`src/pfc_consts.svh`:
```
`ifndef PFC_CONSTS_SVH
`define PFC_CONSTS_SVH

// Register byte offsets
`define PFC_OFF_CTRL 8'h44
`define PFC_OFF_IRQ_STAT 8'h50
`define PFC_OFF_IRQ_MASK 8'h54

// Control/status register field positions
`define PFC_BIT_SW_EN 31
`define PFC_BIT_MCAST 30
`define PFC_BIT_DEST 29
`define PFC_BIT_ACTIVE 23
`define PFC_BIT_SEEN 22
`define PFC_BIT_NEG 21
`define PFC_BIT_LOAD 16
`define PFC_CNT_MSB 15

// Reset values
`define PFC_CTRL_RESET 32'h0000_0000
`define PFC_IRQ_RESET 2'h0

// Interrupt status bit positions
`define PFC_IRQ_FRAME 0
`define PFC_IRQ_DONE 1

// Pause frame layout
`define PFC_RESERVED_DA 48'h0180_C200_0001
`define PFC_ETHERTYPE 16'h8808
`define PFC_OPCODE 16'h0001
`define PFC_IDX_TYPE 5'h0C
`define PFC_IDX_OPCODE 5'h0E
`define PFC_IDX_LEN 5'h10

// Slot timing: 512 bit times, bit time per speed, MCLK period
`define PFC_SLOT_BITS 512
`define PFC_BIT_NS_FAST 10
`define PFC_BIT_NS_SLOW 100
`define PFC_CLK_NS 10
`define PFC_SLOT_CYC_FAST ((`PFC_SLOT_BITS * `PFC_BIT_NS_FAST) / `PFC_CLK_NS)
`define PFC_SLOT_CYC_SLOW ((`PFC_SLOT_BITS * `PFC_BIT_NS_SLOW) / `PFC_CLK_NS)

`endif

```
`src/pfc_pkg.sv`:
```
package pfc_pkg;
  typedef logic [15:0] pfc_count_t;
  typedef logic [12:0] pfc_slot_t;
  typedef logic [4:0] pfc_idx_t;
  typedef enum logic [1:0] {
    PFC_RESP_OKAY = 2'b00,
    PFC_RESP_SLVERR = 2'b10,
    PFC_RESP_DECERR = 2'b11
  } pfc_resp_t;
endpackage

```
`src/pfc_rx_parse.sv`:
```
`timescale 1ns/100ps
`include "pfc_consts.svh"

module pfc_rx_parse (
  input wire logic clk,
  input wire logic nrst,
  input wire logic ce,
  input wire logic srst,
  input wire logic rx_valid,
  input wire logic [7:0] rx_data,
  input wire logic rx_sof,
  input wire logic rx_eof,
  input wire logic rx_good,
  input wire logic filt_hit,
  output logic done,
  output logic is_pause,
  output logic da_reserved,
  output logic dest_hit,
  output pfc_pkg::pfc_count_t pause_len
);
  import pfc_pkg::*;

  pfc_idx_t cnt;
  pfc_idx_t idx;
  logic da_ok;
  logic type_ok;
  logic op_ok;

  // Expected byte of the reserved group address, first byte on the wire first
  function automatic logic [7:0] da_byte(input pfc_idx_t i);
    logic [47:0] a;
    a = `PFC_RESERVED_DA;
    da_byte = a[8'(47 - 8 * i) -: 8];
  endfunction

  // High or low byte of a 16-bit field
  function automatic logic [7:0] half(input logic [15:0] v, input logic hi);
    half = hi ? v[15:8] : v[7:0];
  endfunction

  assign idx = rx_sof ? 5'h00 : cnt;

  // Byte position within the frame, saturating past the header
  always_ff @(posedge clk or negedge nrst) begin
    if (!nrst) begin
      cnt <= 5'h00;
    end else if (ce) begin
      if (srst) begin
        cnt <= 5'h00;
      end else if (rx_valid && idx != 5'h1F) begin
        cnt <= idx + 5'h01;
      end
    end
  end

  // Header field comparison, byte by byte
  always_ff @(posedge clk or negedge nrst) begin
    if (!nrst) begin
      da_ok <= 1'b0;
      type_ok <= 1'b0;
      op_ok <= 1'b0;
      pause_len <= 16'h0000;
    end else if (ce) begin
      if (srst) begin
        da_ok <= 1'b0;
        type_ok <= 1'b0;
        op_ok <= 1'b0;
        pause_len <= 16'h0000;
      end else if (rx_valid) begin
        if (idx < 5'h06) begin
          da_ok <= (rx_sof || da_ok) && rx_data == da_byte(idx);
        end
        if (idx == `PFC_IDX_TYPE || idx == `PFC_IDX_TYPE + 5'h01) begin
          type_ok <= (idx == `PFC_IDX_TYPE || type_ok) &&
                     rx_data == half(`PFC_ETHERTYPE, idx == `PFC_IDX_TYPE);
        end
        if (idx == `PFC_IDX_OPCODE || idx == `PFC_IDX_OPCODE + 5'h01) begin
          op_ok <= (idx == `PFC_IDX_OPCODE || op_ok) &&
                   rx_data == half(`PFC_OPCODE, idx == `PFC_IDX_OPCODE);
        end
        if (idx == `PFC_IDX_LEN) begin
          pause_len[15:8] <= rx_data;
        end
        if (idx == `PFC_IDX_LEN + 5'h01) begin
          pause_len[7:0] <= rx_data;
        end
      end
    end
  end

  // Frame verdict, one pulse after the last byte of a good frame of at least 18 bytes
  always_ff @(posedge clk or negedge nrst) begin
    if (!nrst) begin
      done <= 1'b0;
      is_pause <= 1'b0;
      da_reserved <= 1'b0;
      dest_hit <= 1'b0;
    end else if (ce) begin
      if (srst) begin
        done <= 1'b0;
        is_pause <= 1'b0;
        da_reserved <= 1'b0;
        dest_hit <= 1'b0;
      end else begin
        done <= rx_valid && rx_eof && rx_good && cnt > `PFC_IDX_LEN;
        is_pause <= type_ok && op_ok;
        da_reserved <= da_ok;
        if (rx_valid && rx_eof) begin
          dest_hit <= filt_hit;
        end
      end
    end
  end
endmodule

```
`src/pfc_top.sv`:
```
// Implementation choice: the AXI4-Lite register port.
`timescale 1ns/100ps
`include "pfc_consts.svh"

module pfc_top #(
  parameter int SLOT_CYC_FAST = `PFC_SLOT_CYC_FAST,
  parameter int SLOT_CYC_SLOW = `PFC_SLOT_CYC_SLOW
) (
  input wire logic MCLK,
  input wire logic NRST,
  input wire logic CE,
  input wire logic SRST,
  input wire logic AWVALID,
  output logic AWREADY,
  input wire logic [7:0] AWADDR,
  input wire logic WVALID,
  output logic WREADY,
  input wire logic [31:0] WDATA,
  input wire logic [3:0] WSTRB,
  output logic BVALID,
  input wire logic BREADY,
  output pfc_pkg::pfc_resp_t BRESP,
  input wire logic ARVALID,
  output logic ARREADY,
  input wire logic [7:0] ARADDR,
  output logic RVALID,
  input wire logic RREADY,
  output logic [31:0] RDATA,
  output pfc_pkg::pfc_resp_t RRESP,
  input wire logic RX_VALID,
  input wire logic [7:0] RX_DATA,
  input wire logic RX_SOF,
  input wire logic RX_EOF,
  input wire logic RX_GOOD,
  input wire logic RX_PERFECT_HIT,
  input wire logic RX_PATTERN_HIT,
  input wire logic AN_PAUSE_RESOLVED,
  input wire logic CFG_ADV_PAUSE,
  input wire logic SPEED_FAST,
  output logic TX_HOLD,
  output logic IRQ
);
  import pfc_pkg::*;

  logic sw_en;
  logic opt_mcast;
  logic opt_dest;
  logic active;
  logic seen;
  pfc_count_t count;
  pfc_slot_t slot;
  logic [1:0] irq_stat;
  logic [1:0] irq_mask;
  logic an_meta;
  logic an_sync;
  logic spd_meta;
  logic spd_sync;
  logic neg;
  logic aw_got;
  logic w_got;
  logic [7:0] wa;
  logic [31:0] wd;
  logic [3:0] ws;
  logic wr_go;
  logic [31:0] ctrl_new;
  logic ctrl_wr;
  logic manual;
  logic sw_off;
  logic fr_done;
  logic fr_pause;
  logic fr_resv;
  logic fr_dest;
  pfc_count_t fr_len;
  logic accept;
  logic slot_end;
  logic finish;
  logic [1:0] ev;
  logic [31:0] ctrl_rd;

  // Merge written bytes over the current value
  function automatic logic [31:0] merge(input logic [31:0] old, input logic [31:0] d,
                                        input logic [3:0] s);
    logic [31:0] r;
    r = old;
    for (int b = 0; b < 4; b++) begin
      if (s[b]) begin
        r[8 * b +: 8] = d[8 * b +: 8];
      end
    end
    merge = r;
  endfunction

  // Decoded address check used by both channels
  function automatic logic mapped(input logic [7:0] a);
    mapped = a == `PFC_OFF_CTRL || a == `PFC_OFF_IRQ_STAT || a == `PFC_OFF_IRQ_MASK;
  endfunction

  // Two-stage synchronisers for PHY-side levels
  always_ff @(posedge MCLK or negedge NRST) begin
    if (!NRST) begin
      an_meta <= 1'b0;
      an_sync <= 1'b0;
      spd_meta <= 1'b0;
      spd_sync <= 1'b0;
    end else if (CE) begin
      an_meta <= AN_PAUSE_RESOLVED;
      an_sync <= an_meta;
      spd_meta <= SPEED_FAST;
      spd_sync <= spd_meta;
    end
  end

  pfc_rx_parse u_parse (
    .clk(MCLK),
    .nrst(NRST),
    .ce(CE),
    .srst(SRST),
    .rx_valid(RX_VALID),
    .rx_data(RX_DATA),
    .rx_sof(RX_SOF),
    .rx_eof(RX_EOF),
    .rx_good(RX_GOOD),
    .filt_hit(RX_PERFECT_HIT | RX_PATTERN_HIT),
    .done(fr_done),
    .is_pause(fr_pause),
    .da_reserved(fr_resv),
    .dest_hit(fr_dest),
    .pause_len(fr_len)
  );

  // Frame acceptance and control decode
  assign neg = an_sync & CFG_ADV_PAUSE;
  assign wr_go = aw_got & w_got & ~BVALID;
  assign ctrl_wr = wr_go && wa == `PFC_OFF_CTRL;
  assign ctrl_new = merge({sw_en, opt_mcast, opt_dest, 13'h0000, count}, wd, ws);
  assign manual = ctrl_wr && ws[2] && ctrl_new[`PFC_BIT_LOAD]
                  && !seen && !active;
  assign sw_off = ctrl_wr && ws[3] && sw_en && !ctrl_new[`PFC_BIT_SW_EN];
  assign accept = fr_done && fr_pause && (sw_en || neg)
                  && ((opt_mcast && fr_resv)
                  || (opt_dest && fr_dest));
  assign slot_end = active && slot == 13'h0000;
  assign finish = slot_end && count == 16'h0001;

  // Software-owned control bits
  always_ff @(posedge MCLK or negedge NRST) begin
    if (!NRST) begin
      sw_en <= 1'b0;
      opt_mcast <= 1'b0;
      opt_dest <= 1'b0;
    end else if (CE) begin
      if (SRST) begin
        sw_en <= 1'b0;
        opt_mcast <= 1'b0;
        opt_dest <= 1'b0;
      end else if (ctrl_wr && ws[3]) begin
        sw_en <= ctrl_new[`PFC_BIT_SW_EN];
        opt_mcast <= ctrl_new[`PFC_BIT_MCAST];
        opt_dest <= ctrl_new[`PFC_BIT_DEST];
      end
    end
  end

  // Pause counter and interval flags
  always_ff @(posedge MCLK or negedge NRST) begin
    if (!NRST) begin
      count <= 16'h0000;
      active <= 1'b0;
      seen <= 1'b0;
    end else if (CE) begin
      if (SRST || sw_off) begin
        count <= 16'h0000;
        active <= 1'b0;
        seen <= 1'b0;
      end else if (accept) begin
        count <= fr_len;
        active <= fr_len != 16'h0000;
        seen <= fr_len != 16'h0000;
      end else if (manual) begin
        count <= ctrl_new[`PFC_CNT_MSB:0];
        active <= ctrl_new[`PFC_CNT_MSB:0] != 16'h0000;
      end else if (slot_end) begin
        count <= count - 16'h0001;
        if (finish) begin
          active <= 1'b0;
          seen <= 1'b0;
        end
      end
    end
  end

  // Slot-time prescaler, reloaded whenever a new interval starts
  always_ff @(posedge MCLK or negedge NRST) begin
    if (!NRST) begin
      slot <= 13'h0000;
    end else if (CE) begin
      if (SRST || accept || manual || slot_end || !active) begin
        slot <= spd_sync ? 13'(SLOT_CYC_FAST - 1) : 13'(SLOT_CYC_SLOW - 1);
      end else begin
        slot <= slot - 13'h0001;
      end
    end
  end

  // Transmit hold follows the active interval
  always_ff @(posedge MCLK or negedge NRST) begin
    if (!NRST) begin
      TX_HOLD <= 1'b0;
    end else if (CE) begin
      TX_HOLD <= !SRST && !sw_off && (accept ? fr_len != 16'h0000
                 : manual ? ctrl_new[`PFC_CNT_MSB:0] != 16'h0000
                 : active && !finish);
    end
  end

  // Sticky event bits; a new event wins over a write-one clear
  assign ev = {finish, accept};
  always_ff @(posedge MCLK or negedge NRST) begin
    if (!NRST) begin
      irq_stat <= `PFC_IRQ_RESET;
      irq_mask <= `PFC_IRQ_RESET;
      IRQ <= 1'b0;
    end else if (CE) begin
      if (SRST) begin
        irq_stat <= `PFC_IRQ_RESET;
        irq_mask <= `PFC_IRQ_RESET;
        IRQ <= 1'b0;
      end else begin
        if (wr_go && wa == `PFC_OFF_IRQ_STAT && ws[0]) begin
          irq_stat <= (irq_stat & ~wd[1:0]) | ev;
        end else begin
          irq_stat <= irq_stat | ev;
        end
        if (wr_go && wa == `PFC_OFF_IRQ_MASK && ws[0]) begin
          irq_mask <= wd[1:0];
        end
        IRQ <= |(irq_stat & irq_mask);
      end
    end
  end

  // Write address and data channels, taken in either order
  always_ff @(posedge MCLK or negedge NRST) begin
    if (!NRST) begin
      AWREADY <= 1'b0;
      WREADY <= 1'b0;
      aw_got <= 1'b0;
      w_got <= 1'b0;
      wa <= 8'h00;
      wd <= 32'h0000_0000;
      ws <= 4'h0;
    end else if (CE) begin
      if (AWVALID && AWREADY) begin
        AWREADY <= 1'b0;
        aw_got <= 1'b1;
        wa <= {AWADDR[7:2], 2'b00};
      end else begin
        AWREADY <= !aw_got && !BVALID;
      end
      if (WVALID && WREADY) begin
        WREADY <= 1'b0;
        w_got <= 1'b1;
        wd <= WDATA;
        ws <= WSTRB;
      end else begin
        WREADY <= !w_got && !BVALID;
      end
      if (wr_go) begin
        aw_got <= 1'b0;
        w_got <= 1'b0;
      end
    end
  end

  // Write response
  always_ff @(posedge MCLK or negedge NRST) begin
    if (!NRST) begin
      BVALID <= 1'b0;
      BRESP <= PFC_RESP_OKAY;
    end else if (CE) begin
      if (wr_go) begin
        BVALID <= 1'b1;
        BRESP <= mapped(wa) ? PFC_RESP_OKAY : PFC_RESP_DECERR;
      end else if (BREADY) begin
        BVALID <= 1'b0;
      end
    end
  end

  // Read view: load bit always zero, count is live
  assign ctrl_rd = {sw_en, opt_mcast, opt_dest, 5'h00, active, seen, neg,
                    4'h0, 1'b0, count};

  // Read channel with registered data
  always_ff @(posedge MCLK or negedge NRST) begin
    if (!NRST) begin
      ARREADY <= 1'b0;
      RVALID <= 1'b0;
      RDATA <= 32'h0000_0000;
      RRESP <= PFC_RESP_OKAY;
    end else if (CE) begin
      if (ARVALID && ARREADY) begin
        ARREADY <= 1'b0;
        RVALID <= 1'b1;
        RRESP <= mapped({ARADDR[7:2], 2'b00}) ? PFC_RESP_OKAY : PFC_RESP_DECERR;
        case ({ARADDR[7:2], 2'b00})
          `PFC_OFF_CTRL: RDATA <= ctrl_rd;
          `PFC_OFF_IRQ_STAT: RDATA <= {30'h0000_0000, irq_stat};
          `PFC_OFF_IRQ_MASK: RDATA <= {30'h0000_0000, irq_mask};
          default: RDATA <= 32'h0000_0000;
        endcase
      end else begin
        if (RVALID && RREADY) begin
          RVALID <= 1'b0;
        end
        ARREADY <= !RVALID || RREADY ? !(RVALID && !RREADY) && !RVALID : 1'b0;
      end
    end
  end
endmodule

```
`config.mk`:
```
export PLATFORM = sky130hd
export DESIGN_NAME = pfc_top
export DESIGN_NICKNAME = d
export VERILOG_FILES = /design/src/pfc_pkg.sv /design/src/pfc_rx_parse.sv /design/src/pfc_top.sv
export VERILOG_INCLUDE_DIRS = /design/src
export SDC_FILE = /design/constraint.sdc
export NUM_CORES = 1
export LEC_CHECK = 0
export ABC_AREA = 1
export BUFFER_PORTS_ARGS = -buffer_cell sky130_fd_sc_hd__buf_2
export CORE_MARGIN = 2
export CORE_UTILIZATION = 45
export DETAILED_ROUTE_END_ITERATION = 7
export HOLD_SLACK_MARGIN = 0.05
export PLACE_DENSITY_LB_ADDON = 0.12
export SLEW_MARGIN = 30
export SYNTH_ARGS = -nofsm -noshare
export SYNTH_HDL_FRONTEND = slang
export SYNTH_SLANG_ARGS = --single-unit
```
`constraint.sdc`:
```
create_clock -name MCLK -period 3.81 [get_ports MCLK]
set_input_delay 0.762 -clock MCLK [delete_from_list [all_inputs] [get_ports MCLK]]
set_output_delay 0.762 -clock MCLK [all_outputs]
set_load 0.05 [all_outputs]
```
# ---- After elaboration in Yosys (flattened, before gate mapping)
# Cells that the tools add are included.
dict set report classes {
  shift 1
  magnitude_cmp 2
  n_eq_ne 18
  bitwise_logic 10
  mux 69
  add_sub_neg 4
  reduce_logical 111
}
# cell n
set ops {}
lappend ops {{$mux W16} 6}
lappend ops {{$pmux W32 S3} 1}
lappend ops {{$shiftx A55 B9 Y8 const A} 1}
lappend ops {{$mux W8} 6}
lappend ops {{$mux W1} 45}
lappend ops {{$logic_and A1 B1 Y1} 38}
lappend ops {{$eq A6 B5 Y1 const B} 6}
lappend ops {{$reduce_bool A16 Y1} 2}
lappend ops {{$reduce_bool A2 Y1} 15}
lappend ops {{$mux W13} 2}
lappend ops {{$reduce_and A2 Y1} 13}
lappend ops {{$eq A8 B8 Y1} 3}
lappend ops {{$reduce_and A3 Y1} 7}
lappend ops {{$eq A5 B4 Y1 const B} 4}
lappend ops {{$logic_or A1 B1 Y1} 17}
lappend ops {{$eq A16 B1 Y1 const B} 1}
lappend ops {{$sub A16 B1 Y16 const B} 1}
lappend ops {{$mux W5} 3}
lappend ops {{$logic_not A13 Y1} 1}
lappend ops {{$sub A13 B1 Y13 const B} 1}
lappend ops {{$logic_not A1 Y1} 12}
lappend ops {{$mux W2} 6}
lappend ops {{$eq A5 B5 Y1 const B} 2}
lappend ops {{$reduce_bool A4 Y1} 2}
lappend ops {{15 further kinds} 20}
dict set report word_totals {
  in_bits 78
  ff_bits 157
  elab_cells 253
  output_inout_bits 43
}

# ---- Longest topological paths before layout
# Gate-level depths: netlist of the first run.
dict set report depth {
  word_depth 11
  ltp_mapped 14
  mapped_depth_nobuf 14
}

# ---- Hierarchy
# Synthesis of the first run repeated with hierarchy kept, for this count alone.
dict set report hier_totals {
  hier_cells 1005
  hier_area_um2 7430.9
}
# mod instances cells_each seq_area_each_um2 area_per_inst_um2
set modules_own_cells {}
lappend modules_own_cells {pfc_top 1 805 2627.5 5865.6}
lappend modules_own_cells {pfc_rx_parse 1 200 700.7 1565.3}

# ---- Worst setup path before layout of the first run
# Ideal clock, no wire load.
dict set report synth_path {
  path_kind {input -> register}
  start {input port RX_SOF}
  end {register u_parse.cnt[3]}
  setup_time_ps 83
  arrival_time_ps 2214
  slack_ps 1513
  required_time_ps 3727
  cell_stages 9
  path_buffers 0
  path_cell_list {inv_2 > nand2_1 > inv_1 > ha_1 > nor3b_1 > ha_1 > a21oi_1 > nand2_1 > o22ai_1}
}
dict set report synth_between {
  elab_chain_cells 5
  word_cells_on_any_way 8
  cone_classes {1 x add/sub; 1 x eq/ne; 3 x mux; 3 x reduce/logical}
}
# element line
set synth_rtl {}
lappend synth_rtl {{from (decl)} pfc_top.sv:32} ;# input wire logic RX_SOF,
lappend synth_rtl {{$mux W5 (*)} pfc_rx_parse.sv:41} ;# assign idx = rx_sof ? 5'h00 : cnt;
lappend synth_rtl {{parallel branches: the longest is 4 deep, another holds $add A5 B1 Y5} -}
lappend synth_rtl {{to (signal assigned)} pfc_rx_parse.sv:51} ;# cnt <= idx + 5'h01;
lappend synth_rtl {{to (decl)} pfc_rx_parse.sv:23} ;# pfc_idx_t cnt;
# Mark *: on every way between the ends. The select of a mux whose other input is x is not followed.
# A chain may end at the register's enable or synchronous reset.

# ---- Worst setup path in the final report of the first run
dict set report layout_path {
  start {input port RX_SOF}
  end {register u_parse.cnt[0]}
}
# Same word-level chain as after synthesis.

==> results of run 1 <==
==> worst max-delay path by stage <==
stage                                end  slack, ps
after floorplan           u_parse.cnt[3]       1510
after global placement    u_parse.cnt[0]       1090
after detailed placement  u_parse.cnt[0]       1040
after CTS                 u_parse.cnt[0]       1480
after global routing      u_parse.cnt[0]       1210
final                     u_parse.cnt[0]       1470
==> power groups by stage <==
stage	Combinational [W]	Clock, W	Sequential, W
4_1_cts	0.000957	0.00176	0.00186
3_3_place_gp	0.000946	0	0.00187
3_5_place_dp	0.000951	0	0.00188
6_report	0.000954	0.00173	0.00186
2_1_floorplan	0.000668	0	0.00190
5_1_grt	0.00108	0.00182	0.00190
==> sequential cells by signal (all words and copies together) (netlist names), 2 cells and up <==
signal             cells
slot                  13
u_parse.pause_len     16
irq_stat               2
count                 16
irq_mask               2
wd                    20
wa                     6
RDATA                 22
u_parse.cnt            5
ws                     4
==> placed cells by master (no fill, tap or decap), types with 5 or more instances in the layout <==
| cell type | netlist | routed |
|---|---|---|
| nand2_1 | 271 | 271 |
| inv_2 | 6 | 6 |
| inv_1 | 107 | 107 |
| xor2_1 | 17 | 17 |
| nor4_1 | 5 | 5 |
| o22ai_1 | 19 | 19 |
| nor3_1 | 8 | 8 |
| nand4_1 | 17 | 17 |
| ha_1 | 10 | 10 |
| nor2_1 | 79 | 78 |
| buf_2 | 10 | 93 |
| o31ai_1 | 20 | 20 |
| nand2_2 | 6 | 6 |
| clkbuf_16 | 0 | 17 |
| a21oi_1 | 23 | 23 |
| dfrtp_1 | 133 | 133 |
| nand3_1 | 44 | 44 |
| a22o_1 | 5 | 5 |
| conb_1 | 1 | 10 |
| o21ai_0 | 83 | 83 |
==> metrics by stage <==
stage	cells	setup slack [ps]
CTS	1233	1480
finish	1233	1470
detailed placement	1201	1040
global route	1233	1210
global placement	1201	1090
floorplan	933	1510
==> critical path: stages <==
cell and delay (ps):
buf_2 90, inv_2 80, nand2_1 200, inv_1 120, ha_1 220, nor3b_1 170
ha_1 190, a21oi_1 400, nand2_1 240, o22ai_1 190
==> cell families after synthesis <==
logic type	count (synthesis)	synth area share (%)
AOI/OAI and AO/OA	163	13.4
xor gates and xnor gates	19	2.34
adders and majority gates	10	1.76
buffers and inverters	154	9.12
DFF	133	46.8
other	1	0.0528
and+or+nand+nor	444	26.5
==> metal layers <==
| metal | track usage [%] | wire, um |
|---|---|---|
| met1 | 33.5 | 9190 |
| met2 | 33.5 | 7640 |
| met3 | 4.21 | 958 |
| met4 | 6.70 | 223 |
| met5 | 0 | 0 |
==> final cells by class <==
cell class	count	area [sq um]	share of cell area, %
sequential	133	3330	40.0
multi-input combinational	646	3170	38.1
timing repair buffer	97	514	6.18
clock buffer	23	468	5.62
inverter	114	428	5.14
tap	211	264	3.17
clock inverter	9	150	1.80
==> impl_metrics.json, run 1 <==
{
  "die_area_sq_um": 16800,
  "cts_max_level": 4,
  "worstMarginPinSlew_ps": 907,
  "synth_top_area_share_pct": 46.8,
  "cts_resized": 0,
  "wl_per_cell_um": 14.6,
  "yosys-top-cells-count": "nand2_1, dfrtp_1, inv_1",
  "cts.sinks": 133,
  "post_cts_buffers": 0,
  "fin_crit_sh_pct": 61.3,
  "pwr-share-comb_pct": 21.0,
  "worstPathMaxFanout": 9,
  "peakVddDrop_uv": 416,
  "port_buffers": 94,
  "power.density_nw_per_um2": 546,
  "startpoint_type": "primary input",
  "rsz0062_at_grt": "no",
  "async_flop_share_pct": 100,
  "cts_hold_buf": 0,
  "cts.path.max_buffers": 2,
  "nNetsFinal": 1097,
  "yosysUniqueCellTypes": 41,
  "drc_errors": 0,
  "chipWidth_um": 130,
  "drive_gt1_share_pct": 15.1,
  "coreArea_sq_um": 15300,
  "syn_area_sq_um": 7110,
  "final_util_pct": 54.3,
  "postPlaceCellArea_sq_um": 7700,
  "grtUsageTotal_pct": 22.5,
  "vias_per_cell": 5.06,
  "grt_pass1_vias": 5845,
  "yosys_register_bits": 133,
  "initial_utilization_pct": 46.4,
  "ioPinCount": 121,
  "grt_pass1_wl_mm": 29.6,
  "final_hold_viol_count": 0,
  "finalSetupViolations": 0,
  "first_iter_violations": 420,
  "finalMaxSlewViolations": 0,
  "grt_overflow": 0,
  "area_growth_syn_to_layout_pct": 17.1,
  "place.gp.congestion": 0.865,
  "root_buffer": "clkbuf_16",
  "final.setup_skew_ps": 6.10,
  "crit-reg2reg-capture": "u_parse.cnt[0]",
  "cts_made_buffers": 17,
  "critical_path_class": "primary input to flip-flop",
  "r2r_cells": 8,
  "regToRegStartpoint": "u_parse.cnt[0]",
  "hp-class": "primary input to asynchronous set/reset pin",
  "antenna_found_initial": 0,
  "max_cap_violations": 0,
  "power.leakage_nw": 4.27,
  "cp.arrival_ps": 2670,
  "slew_headroom_pct": 39.4,
  "p_seq_share_pct": 40.9,
  "fin_setup_tns_ps": 0,
  "ant_nets": 0,
  "clock_latency_ps": 420,
  "synthTopCellsByArea": "dfrtp_1, nand2_1, o21ai_0, inv_1, nor2_1",
  "antenna_cells": 0,
  "final_cell_area_sq_um": 8320,
  "synth-edff-count": 0,
  "switching_share_pct": 32.5,
  "synth_area_per_cell_sq_um": 7.69,
  "cts.reportedPaths.clkPinSlew_ps": 60,
  "grt_max_degree": 94,
  "power_w": 0.00454,
  "synth_warnings": 0,
  "status": "finished, final reports clean",
  "crit_path_start": "RX_SOF",
  "whs_ps": 414,
  "fmax_mhz": 428,
  "yosysMostFrequentCell": "nand2_1",
  "cts_tree": "done",
  "clkPwrFrac_pct": 38.1,
  "num_vias": 6238,
  "synth.yosys.seq_area_share_pct": 46.8,
  "wl_mm": 18.0,
  "synthCells": 924,
  "dp_hpwl_mm": 12.9,
  "yosys.area.top_type": "dfrtp_1",
  "final.min_clock_period_ps": 2340,
  "fill_cells": 1534,
  "switchingPower_w": 0.00148,
  "synth_ff_type": "dfrtp_1",
  "cp.required_ps": 4140,
  "r2r_setup_slack_ps": 1600,
  "power.internal_w": 0.00307,
  "std_cell_rows": 45,
  "die_y_um": 130,
  "first_pass_iters": 5,
  "cp-end-kind": "flip-flop"
}
Power figures use the tool's default switching activity.
==> run 2: changes to the inputs <==
Clock period 3.81 ns to 2.45 ns, I/O delays scaled along.
==> impl_metrics.json, run 2 (same netlist as run 1, synthesis figures left out) <==
{
  "ioPinCount": 121,
  "cp.required_ps": 2760,
  "initial_utilization_pct": 46.4,
  "power.leakage_nw": 4.37,
  "crit_path_cell_trace": "o21ai_0, nor2_1, nand2_1, nor4_1, nand2_1, nand2_1, nand2_1, nand2_1, nand2_1",
  "die_area_sq_um": 16800,
  "cp_slowest_cell": "dfrtp_1",
  "std_cell_rows": 45,
  "final.setup_skew_ps": 8.67,
  "worstPathMaxFanout": 19,
  "ant_nets": 0,
  "grt_pass1_wl_mm": 29.0,
  "largest_reg_flops": 22,
  "fin_crit_sh_pct": 83.0,
  "post_cts_buffers": 0,
  "worstMarginPinSlew_ps": 683,
  "hp-class": "primary input to asynchronous set/reset pin",
  "grt_overflow": 0,
  "grt_max_degree": 58,
  "rsz0062_at_grt": "no",
  "power.density_nw_per_um2": 843,
  "final_hold_viol_count": 0,
  "wl_per_cell_um": 14.3,
  "power.internal_w": 0.00486,
  "die_y_um": 130,
  "finalMaxSlewViolations": 0,
  "cts_made_buffers": 17,
  "vias_per_cell": 5.02,
  "pwr-share-comb_pct": 21.1,
  "area_growth_syn_to_layout_pct": 19.2,
  "dp_hpwl_mm": 13.2,
  "chipWidth_um": 130,
  "cts.path.max_buffers": 2,
  "cp.arrival_ps": 2350,
  "final_common_cell": "nand2_1",
  "drc_errors": 0,
  "peakVddDrop_uv": 587,
  "coreArea_sq_um": 15300,
  "finalSetupViolations": 0,
  "final.min_clock_period_ps": 2030,
  "startpoint_type": "flip-flop",
  "clock_latency_ps": 420,
  "nNetsFinal": 1113,
  "p_seq_share_pct": 40.4,
  "num_vias": 6262,
  "cts_hold_buf": 0,
  "cts_max_level": 4,
  "cts.reportedPaths.clkPinSlew_ps": 50,
  "first_pass_iters": 6,
  "met1_length_mm": 8.86,
  "port_buffers": 94,
  "crit_path_frequent_cell": "nand2_1",
  "cts.sinks": 133,
  "wl_met2_mm": 7.57,
  "power_w": 0.00714,
  "switching_share_pct": 31.9,
  "cts_tree": "done",
  "grt_pass1_vias": 5740,
  "top_register": "RDATA",
  "critical_path_class": "flip-flop to flip-flop",
  "fmax_mhz": 491,
  "wl_mm": 17.9,
  "fin_setup_tns_ps": 0,
  "cp_slowest_stage_delay_ps": 780,
  "switchingPower_w": 0.00228,
  "antenna_found_initial": 0,
  "instances_no_fill": 1248,
  "whs_ps": 34.3,
  "route.met3.wl_mm": 1.18,
  "first_iter_violations": 373,
  "slew_headroom_pct": 54.5,
  "mostFrequentLayoutCells": "nand2_1, dfrtp_1, inv_1",
  "clkPwrFrac_pct": 38.5,
  "root_buffer": "clkbuf_16",
  "status": "finished, final reports clean",
  "cp-end-kind": "flip-flop",
  "reg_top3": "RDATA: 22 flops, wd: 20 flops",
  "place.gp.congestion": 0.895,
  "max_cap_violations": 0,
  "grtUsageTotal_pct": 22.2,
  "cts_resized": 0,
  "placed_cells": 1217,
  "antenna_cells": 0,
  "highest_layer": "met4",
  "drive_gt1_share_pct": 16.7
}
-- run 2: cell types whose count changed in the layout (fill, tap and decap cells not counted), sizes merged --
cell and delta:
buf +17, clkbuf -2, clkinv +1, clkinvlp -1
-- run 2: through the flow --
stage	worst slack, ps	utilization (%)	instance area [sq um]
final	415	55.3	8470
after detailed placement	357	51.1	7830
after global routing	176	55.3	8470
after floorplan	425	-	7140
after CTS	374	55.3	8470
after global placement	363	51.1	7830
-- run 2: path summary, 6_finish.rpt --
kind,start,end,slack [ps],cells after the start
setup / recovery,ws[0],active,420,9
hold / removal,NRST,wd[4],30,1
setup reg to reg,ws[0],active,420,9
hold reg to reg,wd[6],wd[6],470,2
max in group asynchronous,NRST,slot[6],1680,2
min in group MCLK,WSTRB[2],ws[2],260,3
-- run 2: layout make-up --
| class | instances | area [sq um] |
|---|---|---|
| clock buffers | 22 | 494 |
| flip-flops and latches | 133 | 3330 |
| clock inverters | 9 | 148 |
| fillers | 1513 | 6840 |
| well taps | 211 | 264 |
| inverters | 114 | 428 |
| multi-input cells | 646 | 3170 |
| repair buffers | 113 | 644 |
-- run 2: power groups by stage --
stage          Clock, W  Sequential (W)  Combinational, W
2_1_floorplan         0         0.00295           0.00104
3_5_place_dp          0         0.00292           0.00151
3_3_place_gp          0         0.00291           0.00149
6_report        0.00275         0.00288           0.00151
5_1_grt         0.00290         0.00293           0.00170
4_1_cts         0.00280         0.00288           0.00151
-- run 2: metal layers --
metal	global-route usage, %	vias up
li1	-	3181
met1	32.6	2870
met2	32.6	185
met3	4.95	26
met4	7.46	0
met5	0	-
-- run 2: critical path: cells and delay by family (launching register included) --
kind / cells / cell delay (ps)
AND/OR/NAND/NOR: 8 / 900
flip-flops: 1 / 780
AO/OA/AOI/OAI: 1 / 240
